$ cat config.mk
export PLATFORM = sky130hd
export DESIGN_NAME = prom_ctrl
export DESIGN_NICKNAME = d
export VERILOG_FILES = /design/src/rtl/prom_ctrl_pkg.sv /design/src/rtl/prom_ctrl.sv
export SDC_FILE = /design/constraint.sdc
export NUM_CORES = 1
export LEC_CHECK = 0
export BUFFER_PORTS_ARGS = -buffer_cell sky130_fd_sc_hd__buf_2
export CAP_MARGIN = 20
export CORE_MARGIN = 8
export CORE_UTILIZATION = 40
export CTS_CLUSTER_DIAMETER = 30
export DETAILED_ROUTE_END_ITERATION = 16
export GPL_ROUTABILITY_DRIVEN = 0
export PLACE_DENSITY_LB_ADDON = 0.15
export RECOVER_POWER = 100
export SETUP_SLACK_MARGIN = 0.3
export SYNTH_ARGS = -nofsm -noshare
export SYNTH_HDL_FRONTEND = slang
export SYNTH_SLANG_ARGS = --single-unit
$ cat constraint.sdc
create_clock -name SYS_CLK -period 3.01 [get_ports SYS_CLK]
set_input_delay 0.301 -clock SYS_CLK [delete_from_list [all_inputs] [get_ports SYS_CLK]]
set_output_delay 0.301 -clock SYS_CLK [all_outputs]
set_load 0.1 [all_outputs]
$ cat src/rtl/prom_ctrl_pkg.sv
// Package for the byte-wide programmable memory controller.
// Assumes one 10 MHz system clock; all timing counts derive from it.
package prom_ctrl_pkg;
  localparam int ADDR_W = 19;
  localparam int DATA_W = 8;
  localparam int DEPTH = 524288;
  localparam int CLK_HZ = 10_000_000;
  // Program pulse width in microseconds, a plain default.
  localparam int PULSE_US = 100;
  localparam int PULSE_CYC = (PULSE_US * (CLK_HZ / 1_000_000) < 1) ? 1 :
    PULSE_US * (CLK_HZ / 1_000_000);
  // Access time to wait before sampling read data, in ns, rounded up.
  localparam int ACCESS_NS = 150;
  localparam int ACCESS_CYC = (ACCESS_NS * (CLK_HZ / 1_000_000) + 999) / 1000;
  // Setup time around supply and enable changes, in ns.
  localparam int SETUP_NS = 2000;
  localparam int SETUP_CYC = (SETUP_NS * (CLK_HZ / 1_000_000) + 999) / 1000;
  localparam int MAX_TRIES = 10;
  localparam logic [DATA_W-1:0] ERASED_BYTE = 8'hFF;
  // Address bit used to enter identification mode and its select bit.
  localparam int ID_BIT = 9;
  localparam int ID_SEL_BIT = 0;
  typedef enum logic [1:0] {OP_READ, OP_PROG, OP_ID} op_t;
endpackage

$ cat src/rtl/prom_ctrl.sv
// Host-side controller that drives the memory pins for read, program, and identification.
// Assumes a single memory on the data lines and external drivers for program and id voltages.
//
// Operation
// - The host keeps a memory deselected by holding chip select or output enable high.
// - Programming starts with program supply high, both enables high, address and data set.
// - With stable address and data, chip select pulses low for the pulse width, output enable high.
// - Every location gets one pulse in a first pass before the verify phase.
// - The verify phase reads back and repulses on mismatch, at most 10 times per location.
// - In id mode the lowest address bit picks the byte and other address lines are held low.
`timescale 1ns/1ns
module prom_ctrl #(
  parameter int PULSE_CYC = prom_ctrl_pkg::PULSE_CYC,
  parameter int FIRST = 0,
  parameter int LAST = prom_ctrl_pkg::DEPTH - 1
) (
  // Clock and reset.
  input wire logic SYS_CLK,
  input wire logic RST_B,
  // User request port.
  input wire logic REQ_VALID,
  output logic REQ_READY,
  input wire logic [1:0] REQ_OP,
  input wire logic [prom_ctrl_pkg::ADDR_W-1:0] REQ_ADDR,
  output logic [prom_ctrl_pkg::ADDR_W-1:0] PROG_ADDR,
  input wire logic [prom_ctrl_pkg::DATA_W-1:0] PROG_DATA,
  output logic DONE,
  output logic FAIL,
  output logic [prom_ctrl_pkg::DATA_W-1:0] RD_DATA,
  // Memory pins.
  output logic [prom_ctrl_pkg::ADDR_W-1:0] ADDRESS_LINES,
  input wire logic [prom_ctrl_pkg::DATA_W-1:0] DATA_LINES_IN,
  output logic [prom_ctrl_pkg::DATA_W-1:0] DATA_LINES_OUT,
  output logic DATA_LINES_OE,
  output logic CHIP_SEL_B,
  output logic OUT_EN_B,
  output logic PROG_SUPPLY_EN,
  output logic ID_HV_EN
);
  typedef enum logic [3:0] {IDLE, SETUP, RD_WAIT, P1_SET, P1_PULSE, P1_HOLD,
    V_SET, V_READ, V_PULSE, V_HOLD, FINISH} state_t;
  localparam int CW = 16;
  localparam logic [CW-1:0] ACC = CW'(prom_ctrl_pkg::ACCESS_CYC);
  localparam logic [CW-1:0] SET = CW'(prom_ctrl_pkg::SETUP_CYC);
  localparam logic [CW-1:0] PUL = CW'(PULSE_CYC);
  localparam logic [3:0] TRIES = 4'(prom_ctrl_pkg::MAX_TRIES);
  localparam logic [prom_ctrl_pkg::ADDR_W-1:0] A_FIRST = prom_ctrl_pkg::ADDR_W'(FIRST);
  localparam logic [prom_ctrl_pkg::ADDR_W-1:0] A_LAST = prom_ctrl_pkg::ADDR_W'(LAST);

  state_t state_reg, state_next;
  logic [CW-1:0] cnt_reg, cnt_next;
  logic [3:0] tries_reg, tries_next;
  logic [1:0] op_reg, op_next;
  logic [prom_ctrl_pkg::ADDR_W-1:0] addr_reg, addr_next;
  logic [prom_ctrl_pkg::DATA_W-1:0] rd_reg, rd_next;
  logic done_reg, done_next, fail_reg, fail_next;
  logic [prom_ctrl_pkg::DATA_W-1:0] din_s1_reg, din_s2_reg;

  // Data returning from the memory is asynchronous to the controller, so it is synchronised.
  always_ff @(posedge SYS_CLK or negedge RST_B)
  begin
    if (!RST_B)
    begin
      din_s1_reg <= '0;
      din_s2_reg <= '0;
    end
    else
    begin
      din_s1_reg <= DATA_LINES_IN;
      din_s2_reg <= din_s1_reg;
    end
  end

  // Next-state logic for all sequences.
  always_comb
  begin
    state_next = state_reg;
    cnt_next = (cnt_reg != '0) ? cnt_reg - 1'b1 : cnt_reg;
    tries_next = tries_reg;
    op_next = op_reg;
    addr_next = addr_reg;
    rd_next = rd_reg;
    done_next = 1'b0;
    fail_next = fail_reg;
    unique case (state_reg)
      IDLE:
      begin
        if (REQ_VALID)
        begin
          op_next = REQ_OP;
          fail_next = 1'b0;
          addr_next = (REQ_OP == 2'(prom_ctrl_pkg::OP_PROG)) ? A_FIRST : REQ_ADDR;
          if (REQ_OP == 2'(prom_ctrl_pkg::OP_ID))
            addr_next = prom_ctrl_pkg::ADDR_W'(REQ_ADDR[prom_ctrl_pkg::ID_SEL_BIT]);
          cnt_next = (REQ_OP == 2'(prom_ctrl_pkg::OP_PROG)) ? SET : ACC;
          state_next = (REQ_OP == 2'(prom_ctrl_pkg::OP_PROG)) ? P1_SET : SETUP;
        end
      end
      SETUP:
      begin
        cnt_next = SET;
        state_next = RD_WAIT;
      end
      RD_WAIT:
        if (cnt_reg == '0)
        begin
          rd_next = din_s2_reg;
          state_next = FINISH;
        end
      P1_SET: // Both enables high, supply on: programming inhibited until the pulse.
        if (cnt_reg == '0)
        begin
          // A counted state lasts its load plus one cycle, so the pulse loads one less.
          cnt_next = PUL - 1'b1;
          state_next = P1_PULSE;
        end
      P1_PULSE:
        if (cnt_reg == '0)
        begin
          cnt_next = SET;
          state_next = P1_HOLD;
        end
      P1_HOLD: // One pulse per location before any verify.
        if (cnt_reg == '0)
        begin
          cnt_next = SET;
          if (addr_reg == A_LAST)
          begin
            addr_next = A_FIRST;
            tries_next = '0;
            state_next = V_SET;
          end
          else
          begin
            addr_next = addr_reg + 1'b1;
            state_next = P1_SET;
          end
        end
      V_SET:
        if (cnt_reg == '0)
        begin
          cnt_next = ACC + SET;
          state_next = V_READ;
        end
      V_READ: // Full byte compare; pulse again or flag after the last try.
        if (cnt_reg == '0)
        begin
          cnt_next = SET;
          if (din_s2_reg == PROG_DATA)
          begin
            tries_next = '0;
            if (addr_reg == A_LAST)
              state_next = FINISH;
            else
            begin
              addr_next = addr_reg + 1'b1;
              state_next = V_SET;
            end
          end
          else if (tries_reg == TRIES)
          begin
            fail_next = 1'b1;
            state_next = FINISH;
          end
          else
          begin
            tries_next = tries_reg + 1'b1;
            cnt_next = PUL - 1'b1;
            state_next = V_PULSE;
          end
        end
      V_PULSE:
        if (cnt_reg == '0)
        begin
          cnt_next = SET;
          state_next = V_HOLD;
        end
      V_HOLD:
        if (cnt_reg == '0)
        begin
          cnt_next = SET;
          state_next = V_SET;
        end
      FINISH:
      begin
        done_next = 1'b1;
        state_next = IDLE;
      end
    endcase
  end

  // State registers.
  always_ff @(posedge SYS_CLK or negedge RST_B)
  begin
    if (!RST_B)
    begin
      state_reg <= IDLE;
      cnt_reg <= '0;
      tries_reg <= '0;
      op_reg <= '0;
      addr_reg <= '0;
      rd_reg <= prom_ctrl_pkg::ERASED_BYTE;
      done_reg <= 1'b0;
      fail_reg <= 1'b0;
    end
    else
    begin
      state_reg <= state_next;
      cnt_reg <= cnt_next;
      tries_reg <= tries_next;
      op_reg <= op_next;
      addr_reg <= addr_next;
      rd_reg <= rd_next;
      done_reg <= done_next;
      fail_reg <= fail_next;
    end
  end

  // Pin decode; the memory stays deselected whenever no access is in progress.
  logic prog_phase, pulse_on, rd_on;
  assign prog_phase = (op_reg == 2'(prom_ctrl_pkg::OP_PROG)) && (state_reg != IDLE);
  assign pulse_on = (state_reg == P1_PULSE) || (state_reg == V_PULSE);
  assign rd_on = (state_reg == SETUP) || (state_reg == RD_WAIT);
  assign CHIP_SEL_B = !(rd_on || pulse_on);
  assign OUT_EN_B = !(rd_on || state_reg == V_READ);
  assign PROG_SUPPLY_EN = prog_phase;
  assign ID_HV_EN = rd_on && (op_reg == 2'(prom_ctrl_pkg::OP_ID));
  // Host drives data only while output enable is high in a program phase, never contending.
  assign DATA_LINES_OE = prog_phase && (state_reg != V_READ) && (state_reg != FINISH);
  assign DATA_LINES_OUT = PROG_DATA;
  assign ADDRESS_LINES = addr_reg;
  assign PROG_ADDR = addr_reg;
  assign REQ_READY = (state_reg == IDLE);
  assign RD_DATA = rd_reg;
  assign DONE = done_reg;
  assign FAIL = fail_reg;
endmodule // prom_ctrl

Word-level counts from Yosys, hierarchy flattened
Cells that the tools add are included.

word-level totals
  flip-flop bits (word level) = 71
  bits in latches = 0
  bits in writable memories = 0
  bits in read-only memories = 0
  input port bits = 40
  logic and storage cells = 117
  memories = 0

operators by class
  $add $sub $neg = 3
  multiply operators = 0
  divide/modulo/power cells = 0
  $lt $le $gt $ge = 0
  equality and inequality tests = 34
  shift-type cells = 0
  multiplexer cells = 46
  bitwise operators = 0
  reductions and logical operators = 24

operators by type and width
  cell                     number
  $mux W19                 8
  $mux W16                 6
  $pmux W16 S6             1
  $mux W4                  16
  $pmux W19 S3             1
  $pmux W4 S11             1
  $ne A2 B2 Y1 const B     14
  $mux W10                 2
  $add A19 B1 Y19 const B  1
  $eq A19 B19 Y1 const B   1
  $eq A4 B3 Y1 const B     4
  $eq A4 B4 Y1 const B     4
  $logic_not A16 Y1        1
  $reduce_bool A16 Y1      1
  $sub A16 B1 Y16 const B  1
  $reduce_and A5 Y1        2
  $reduce_and A9 Y1        1
  $eq A4 B2 Y1 const B     2
  $eq A8 B8 Y1             1
  $pmux W4 S2              1
  $reduce_and A6 Y1        1
  $mux W1                  5
  $mux W5                  1
  $add A4 B1 Y4 const B    1
  other kinds (18)         30

Logic depth before layout (Yosys ltp)
Gate-level depths: netlist of the first run.

  depth in word-level cells = 5
  gate-level depth with buffers = 11
  gate-level depth less buffers = 10

Least setup slack after synthesis of the first run
No wires, ideal clock.

  kind = flip-flop to output port
  start point = reg state_reg[1]
  end point = out DATA_LINES_OE
  arrival = 5.948 ns
  path slack = -3.239 ns
  cell stages (with the launch flop) = 7
  buffers on the path = 1
  cells stage by stage = dfrtp_1 -> clkbuf_1 -> inv_1 -> nand2_1 -> nor3_1 -> nor3b_1 -> nor3b_1

on the way
  cells in the longest elaborated chain, start to end = 4

ends and longest elaborated chain
  item                               RTL line          source
  start, declared                    prom_ctrl.sv:50   state_t state_reg, state_next;
  start signal, assigned             prom_ctrl.sv:208  state_reg <= state_next;
  $reduce_bool A4 Y1                 prom_ctrl.sv:221  assign prog_phase = (op_reg == 2'(prom_ctrl_pkg::OP_PROG)) && (state_reg != IDLE);
  $logic_and A1 B1 Y1                prom_ctrl.sv:221
  via PROG_SUPPLY_EN                 prom_ctrl.sv:37   output logic PROG_SUPPLY_EN,
  $logic_and A1 B1 Y1 (2 in series)  prom_ctrl.sv:229  assign DATA_LINES_OE = prog_phase && (state_reg != V_READ) && (state_reg != FINISH);
  end, declared                      prom_ctrl.sv:34   output logic DATA_LINES_OE,

The timed path passes the listed nets, and every way through them passes these cells.

Final worst setup path of the first run
  start point = reg state_reg[1]
  end point = out ID_HV_EN

on the way
  cells in the longest elaborated chain, start to end = 3

ends and longest elaborated chain
  item                                                 RTL line          source
  $eq A4 B1 Y1 / $eq A4 B2 Y1 (equally long branches)  prom_ctrl.sv:223  assign rd_on = (state_reg == SETUP) || (state_reg == RD_WAIT);
  $logic_or A1 B1 Y1 (*)                               prom_ctrl.sv:223
  $logic_and A1 B1 Y1 (*)                              prom_ctrl.sv:227  assign ID_HV_EN = rd_on && (op_reg == 2'(prom_ctrl_pkg::OP_ID));
  end, declared                                        prom_ctrl.sv:38   output logic ID_HV_EN

Mark *: on every way between the ends. The rest lies on a longest branch, timed or not.

==> flow_summary.yaml, run 1 <==
run_status:
  outcome: "complete, but fails checks"
  violations: "max-capacitance violations, max-slew violations"
floorplanning:
  rows: 37
  initial_core_util: 0.411
  die_w_um: 119
  core_um2: 10300
  dieHeight_um: 119
  die-area_um2: 14200
  io_pins: 102
sta:
  tightest_slew_ns: 1.78
  hold_viol_final: 0
  setup_violations: 0
  slew_headroom: -0.187
  fmax_mhz: 369
  fin_worst_skew_ns: 0.0178
  finalMaxSlewViolations: 72
  final.period_utilization: 0.899
  layout_min_cycle_time_ns: 2.71
  finalSetupTns_ns: 0
  rsz0062_at_grt: "no"
detailed_routing:
  antenna_left: 0
  routed_wire_length_per_instance_um: 17.0
  dr.pass1.iters: 4
  wirelength_mm: 11.7
  vias: 3784
  via_per_inst: 5.53
  drtIter0Drc: 279
  drc: 0
synthesis:
  synth_edf_count: 0
  async_flop_share: 1.00
  syn_inst: 461
  yosys_warnings: 0
  synth.distinct_cells: 56
  ys_seq_area_frac: 0.421
  synth_area_um2: 4240
  synth_nets: 507
  synth_ff_type: "dfrtp_1"
  syn_area_per_cell_um2: 9.21
  ys_ff_latch: 71
setup_path:
  end_kind: "output pin"
  critPathBufInv: 2
  rr_startpoint: "cnt_reg[1]"
  path_cells: "buf_4 -> xor2_1 -> and4b_1 -> clkbuf_1"
  arrival_ns: 2.41
  cp-start-kind: "register"
  critPathMaxFanout: 11
  critical_path_class: "reg -> out"
  cp_top_family: "buffers and inverters"
  crit_path_top_delay_cell: "clkbuf_1"
  cp_data_required_time_ns: 2.71
  cp-startpoint: "state_reg[1]"
  cpPeakStageDelay_ns: 0.86
cts:
  cts.path.max_buffers: 2
  cts_buffers: 9
  cts.htree.levels: 3
  cts_tree: "done"
  clkLatencyLatePin_ns: 0.36
  cts.clk_slew.worst_paths_ns: 0.09
  cts_root_buf: "clkbuf_8"
  cts_sinks: 71
cells_and_area:
  antenna_cells: 0
  largest_reg_flops: 19
  finalNetCount: 589
  syn_to_final_growth_pct: 17.5
  drive_gt1_frac: 0.228
  area.sequential_um2: 1810
  fin_util: 0.483
  num-fill-cells: 1007
  multi_input_area_um2: 2140
worst_hold_path:
  hold_class: "in -> reg"
  min_from: "DATA_LINES_IN[0]"
run:
  cap_violations: 1
global_route:
  grt_max_degree: 72
  gr-total-overflow: 0
  grt.total_usage: 0.164
  grt_util_met2: 0.260
  antenna_found_initial: 0
  grt.busiest_layer: "met2"
  met1_usage: 0.215
  use_met3: 0.0387
  grt_pass1_vias: 3936
  grt_pass1_wl_mm: 19.2
placed_design:
  hpwlAfterDp_mm: 8.41
  numPortBuffers: 101
what timing repair did:
| action | in CTS | in global routing |
|---|---|---|
| buffers inserted | 0 | 0 |
| hold buffers | 1 | 0 |
| endpoints found under the setup margin | 0 | 12 |
| endpoints found under the hold margin | 63 | 0 |
| gates resized for setup | 0 | 4 |
final cells by class:
class                      instances  share of cell area
clock inverter                     7              0.0218
multi-input combinational        325               0.429
clock buffer                       9              0.0248
inverter                          15              0.0123
timing repair buffer             121               0.115
tap                              136              0.0341
sequential                        71               0.363
per-layer routing:
metal / share of wire / routed length (um) / vias up
met5: 0 / 0 / -
met4: 0.018 / 214 / 0
met3: 0.058 / 673 / 18
met2: 0.49 / 5740 / 137
met1: 0.43 / 5020 / 1806
li1: - / - / 1823
kinds of logic (layout without fill, tap and decap cells):
kind of cell,after synthesis,after routing,synth area share
AND/OR/NAND/NOR,149,149,0.192
AO/OA/AOI/OAI,134,134,0.203
flip-flops,71,71,0.421
buffers and inverters,65,152,0.0846
XOR/XNOR,21,21,0.0433
multiplexers,15,15,0.0389
adder cells (fa/ha/maj),6,6,0.0177
placed cells by master, fill, tap and decap left out, drive strengths merged, types with 5 or more instances in the layout:
cell    instances
nor4           10
nand4           6
a32oi           5
inv            19
nor3           13
mux2           12
nor3b           5
nand2b          7
dfrtp          63
ha              6
a22oi           8
o21ai          35
dfstp           8
nand3          15
nand2          23
clkbuf         75
a31oi          10
xnor2          16
buf            54
o31ai          19
nor2           45
nor2b           5
xor2            5
a21oi          28
path summary, 6_finish.rpt:
path	slack [ns]	to	depth (start not counted)
setup / recovery	0.30	ID_HV_EN	4
hold / removal	0.04	din_s1_reg[0]	1
setup reg to reg	0.34	tries_reg[3]	9
hold reg to reg	0.35	din_s2_reg[4]	0
max in group asynchronous	0.67	ADDRESS_LINES[1]	3
min in group asynchronous	1.05	FAIL	3
Yosys cell counts (12+ instances only):
cell type  count  area [um^2]
dfrtp_1       63         1580
nor2_1        45          169
o21ai_0       33          165
buf_4         29          218
a21oi_1       28          140
nand2_1       23         86.3
o31ai_1       19          143
xnor2_1       16          140
inv_1         15         56.3
clkbuf_1      14         52.6
nand3_1       14         70.1
mux2_2        12          135
nor3_1        12         60.1
stage by stage:
step	instances	instance area, um^2	setup slack [ns]	hold WS [ns]
floorplan	461	4340	0.0790	0.00541
global placement	667	4840	0.513	0.333
detailed placement	667	4840	0.388	0.335
CTS	684	5080	0.357	0.0250
global route	684	4990	0.192	0.0142
finish	684	4990	0.303	0.0430
Power of run 1 is left out: the tool's default activity adds up to more than one toggle a clock period on the data nets, which glitch-free logic cannot reach.
==> run 2, diff against run 1 <==
BUFFER_PORTS_ARGS = -buffer_cell sky130_fd_sc_hd__buf_4   (was -buffer_cell sky130_fd_sc_hd__buf_2)
GPL_TIMING_DRIVEN = 0   (was default)
==> run 2 against run 1 <==
  * The run still ends with max-capacitance violations, max-slew violations left
  * First-iteration DRC count increased by 21%
  * Routed wire length increased by 4.0%
  * Sequential share of layout area decreased by 2.2 points
  * Highest routed layer unchanged
  * Cell area increased by 6.4%
  * Fmax increased by 1.3%
  * Non-clock buffer count increased by 38
==> flow_summary.yaml, run 2 (synthesis gave the netlist of run 1 again) <==
cells_and_area:
  largest_reg_flops: 19
  syn_to_final_growth_pct: 25.1
  drive_gt1_frac: 0.268
  final_cell_mix: "69 x clkbuf_1, 66 x buf_4, 49 x dfrtp_1"
  finalNetCount: 627
  antenna_cells: 0
  layout_commonest_cell: "clkbuf_1"
  fin_cells: 722
setup_path:
  cp-start-kind: "register"
  critPathMaxFanout: 7
  reg2reg_depth: 10
  critical_path_class: "reg -> out"
  rrSetupSlack_ns: 0.37
  end_kind: "output pin"
  rr_startpoint: "cnt_reg[1]"
  cp_data_required_time_ns: 2.71
  arrival_ns: 2.37
  reg2reg_to: "ADDRESS_LINES[18]"
cts:
  cts.htree.levels: 3
  cts_root_buf: "clkbuf_8"
  cts_tree: "done"
  cts.clk_slew.worst_paths_ns: 0.09
  cts.path.max_buffers: 2
  cts_sinks: 71
  clkLatencyLatePin_ns: 0.36
  cts_buffers: 9
floorplanning:
  die-area_um2: 14200
  io_pins: 102
  dieHeight_um: 119
  initial_core_util: 0.411
  rows: 37
  core_um2: 10300
  die_w_um: 119
sta:
  finalSetupTns_ns: 0
  tightest_slew_ns: 1.77
  setup_violations: 0
  hold_viol_final: 0
  final.period_utilization: 0.888
  slew_headroom: -0.177
  worst_slack_ns: 0.338
  fmax_mhz: 374
  layout_min_cycle_time_ns: 2.67
  rsz0062_at_grt: "yes"
  finalMaxSlewViolations: 72
  fin_worst_skew_ns: 0.0223
detailed_routing:
  routed_wire_length_per_instance_um: 16.8
  drtIter0Drc: 338
  wirelength_mm: 12.1
  drc: 0
  via_per_inst: 5.53
  dr.pass1.iters: 7
  vias: 3996
  antenna_left: 0
run_status:
  violations: "max-capacitance violations, max-slew violations"
  outcome: "complete, but fails checks"
global_route:
  grt_pass1_wl_mm: 20.2
  antenna_found_initial: 0
  grt_max_degree: 72
  grt_pass1_vias: 4065
  gr-total-overflow: 0
  grt.total_usage: 0.170
worst_hold_path:
  hold_class: "in -> reg"
  hold_end: "din_s1_reg[2]"
  worstHoldPathCells: 1
  min_from: "DATA_LINES_IN[2]"
run:
  cap_violations: 1
placed_design:
  pre_cts_ws_ns: 0.152
  numPortBuffers: 101
  hpwlAfterDp_mm: 8.80
  dp_cells: 698
-- run 2: layout make-up --
| cell class | count | area (um^2) |
|---|---|---|
| fillers | 1024 | 5020 |
| inverters | 15 | 61.3 |
| plain buffers | 50 | 325 |
| clock inverters | 7 | 83.8 |
| repair buffers | 109 | 589 |
| well taps | 136 | 170 |
| multi-input cells | 325 | 2140 |
| clock buffers | 9 | 124 |
| flip-flops and latches | 71 | 1810 |
-- run 2: routing by layer --
layer | part of all wire | track usage | up-vias
li1 | - | - | 1891
met1 | 0.42 | 0.209 | 1912
met2 | 0.50 | 0.286 | 174
met3 | 0.066 | 0.0468 | 19
met4 | 0.015 | 0.0474 | 0
met5 | 0 | 0 | -
-- run 2: worst max-delay path, cell delays in order, from the launching register on --
cell      delay, ns
dfrtp_1        0.45
inv_1          0.24
nand2_1        0.18
nor3_1         0.49
nor3b_4        0.10
nor3b_4        0.17
clkbuf_2       0.40
-- run 2: worst max path at each step --
stage | depth (start not counted) | startpoint | slack [ns] | end
3_5_place_dp | 7 | cnt_reg[1] | 0.15 | RD_DATA[5]
6_report | 6 | state_reg[2] | 0.34 | DATA_LINES_OE
5_1_grt | 10 | cnt_reg[1] | 0.18 | ADDRESS_LINES[14]
3_3_place_gp | 7 | cnt_reg[1] | 0.19 | RD_DATA[0]
2_1_floorplan | 6 | state_reg[1] | 0.08 | DATA_LINES_OE
4_1_cts | 8 | cnt_reg[1] | 0.33 | ADDRESS_LINES[0]
-- run 2: through the flow --
step | hold slack (ns) | instance area, um^2 | util
finish | 0.0669 | 5310 | 0.514
global route | 0.0396 | 5310 | 0.514
CTS | 0.0296 | 5490 | 0.531
detailed placement | 0.336 | 5270 | 0.510
global placement | 0.332 | 5270 | 0.510
floorplan | 0.00541 | 4340 | -
-- run 2: repair_timing --
action	in CTS	in global routing
pin swaps	2	2
setup buffers	1	7
gates resized for setup	1	9
endpoints found under the setup margin	22	25
hold buffers	0	0
Power of run 2 is left out for the same reason.
==> run 3, diff against run 2 <==
CORE_ASPECT_RATIO = 0.5   (was default)
CTS_CLUSTER_SIZE = 24   (was default)
==> run 3 against run 2 <==
  * The flow still finishes with violations (max-capacitance violations, max-slew violations)
  * Fmax down 0.22%
  * Count of clock-buffer cells in the layout up 1
  * Critical path depth up 2
  * Core utilization up 0.94 points
  * Global-route usage up 0.19 points
  * Routed wire length up 0.69%
  * Sequential share of layout area down 0.47 points
  * Worst hold slack better by 0.016 ns
  * Final cell count up 0.28%
  * Sequential cell count unchanged
  * Via count down 0.15%
  * Cell area up 1.4%
  * Critical path type is now reg -> reg
  * Critical endpoint is now RD_DATA[4]
  * Highest routed layer unchanged
==> flow_summary.yaml, run 3 (synthesis gave the netlist of run 1 again) <==
detailed_routing:
  via_per_inst: 5.51
  dr.pass1.iters: 5
  antenna_left: 0
  drtIter0Drc: 287
  wirelength_mm: 12.2
  vias: 3990
  routed_wire_length_per_instance_um: 16.8
  drc: 0
cells_and_area:
  fin_cells: 724
  final_cell_mix: "71 x clkbuf_1, 66 x buf_4, 49 x dfrtp_1"
  layout_commonest_cell: "clkbuf_1"
  fin_area_um2: 5380
  syn_to_final_growth_pct: 26.8
  drive_gt1_frac: 0.255
  largest_reg_flops: 19
  antenna_cells: 0
  fin_util: 0.523
  finalNetCount: 625
sta:
  fin_worst_skew_ns: 0.00963
  layout_min_cycle_time_ns: 2.68
  rsz0062_at_grt: "yes"
  setup_violations: 0
  hold_viol_final: 0
  final.period_utilization: 0.890
  slew_headroom: -0.193
  tightest_slew_ns: 1.79
  fmax_mhz: 373
  finalSetupTns_ns: 0
  finalMaxSlewViolations: 72
setup_path:
  cp-start-kind: "register"
  critical_path_cell_count: 8
  end_kind: "register"
  path_cells: "inv_1 -> ha_1 -> nor3b_4 -> and4_1 -> clkbuf_1 -> nand4_1 -> clkbuf_1 -> mux2_1"
  worstSetupEndpoint: "RD_DATA[4]"
  critical_path_class: "reg -> reg"
  reg2reg_depth: 8
  cp_common_cell: "clkbuf_1"
  critPathMaxFanout: 10
  crit_path_top_delay_cell: "clkbuf_1"
  critPathBufInv: 3
  cp_data_required_time_ns: 3.28
  cp-startpoint: "cnt_reg[0]"
  arrival_ns: 2.95
  rr_startpoint: "cnt_reg[0]"
  cpPeakStageDelay_ns: 0.46
  cp_top_family: "buffers and inverters"
  reg2reg_to: "RD_DATA[4]"
  rrSetupSlack_ns: 0.33
placed_design:
  hpwlAfterDp_mm: 8.86
  placed_area_um2: 5270
  dp_cells: 702
  numPortBuffers: 101
floorplanning:
  initial_core_util: 0.413
  io_pins: 102
  core_um2: 10300
  die_w_um: 162
  dieHeight_um: 88.8
  rows: 26
  die-area_um2: 14400
cts:
  cts.path.max_buffers: 2
  cts_buffers: 9
  cts_sinks: 71
  clkLatencyLatePin_ns: 0.35
  cts.htree.levels: 3
  cts.clk_slew.worst_paths_ns: 0.06
  cts_tree: "done"
  holdBufCountCts: 0
  cts_root_buf: "clkbuf_16"
run_status:
  outcome: "complete, but fails checks"
  violations: "max-capacitance violations, max-slew violations"
global_route:
  antenna_found_initial: 0
  gr-total-overflow: 0
  grt.total_usage: 0.172
  grt_max_degree: 72
  grt_pass1_vias: 3904
  grt_pass1_wl_mm: 20.0
run:
  cap_violations: 1
worst_hold_path:
  hold_class: "in -> reg"
  worstHoldPathCells: 1
-- run 3: changes by cell type in the layout (fill, tap and decap cells not counted), moves of 2 or more --
cell       change
clkbuf_8       -8
clkbuf_16      +9
clkbuf_2       -3
clkbuf_1       +2
-- run 3: worst min path at each step --
stage | startpoint | endpoint | slack, ns
after CTS | DATA_LINES_IN[4] | din_s1_reg[4] | 0.05
after detailed placement | din_s1_reg[3] | din_s2_reg[3] | 0.33
after global routing | DATA_LINES_IN[4] | din_s1_reg[4] | 0.07
after global placement | din_s1_reg[6] | din_s2_reg[6] | 0.33
after floorplan | RST_B | ADDRESS_LINES[10] | 0.005
final | DATA_LINES_IN[4] | din_s1_reg[4] | 0.08
-- run 3: area by class of cell --
class / instances / area (um^2)
plain buffers: 50 / 325
clock buffers: 10 / 239
clock inverters: 6 / 75.1
fillers: 1049 / 4900
inverters: 15 / 61.3
multi-input cells: 325 / 2120
flip-flops and latches: 71 / 1810
well taps: 140 / 175
repair buffers: 107 / 574
-- run 3: metrics by stage --
| step | hold WS [ns] | worst slack [ns] |
|---|---|---|
| floorplan | 0.00541 | 0.0790 |
| finish | 0.0825 | 0.332 |
| detailed placement | 0.335 | 0.193 |
| global placement | 0.332 | 0.220 |
| global route | 0.0703 | 0.175 |
| CTS | 0.0535 | 0.293 |
-- run 3: layer usage --
| layer | track usage | vias to the layer above | wire, um |
|---|---|---|---|
| met5 | 0 | - | 0 |
| li1 | - | 1892 | - |
| met4 | 0.0542 | 0 | 117 |
| met2 | 0.288 | 122 | 5990 |
| met1 | 0.216 | 1965 | 5380 |
| met3 | 0.0464 | 11 | 715 |
-- run 3: what timing repair did --
action | CTS | global route
endpoints found under the setup margin | 24 | 27
pin swaps | 2 | 2
cloned | 0 | 0
gates resized for setup | 1 | 7
setup buffers | 1 | 5
endpoints found under the hold margin | 0 | 0
Power of run 3 is left out for the same reason.
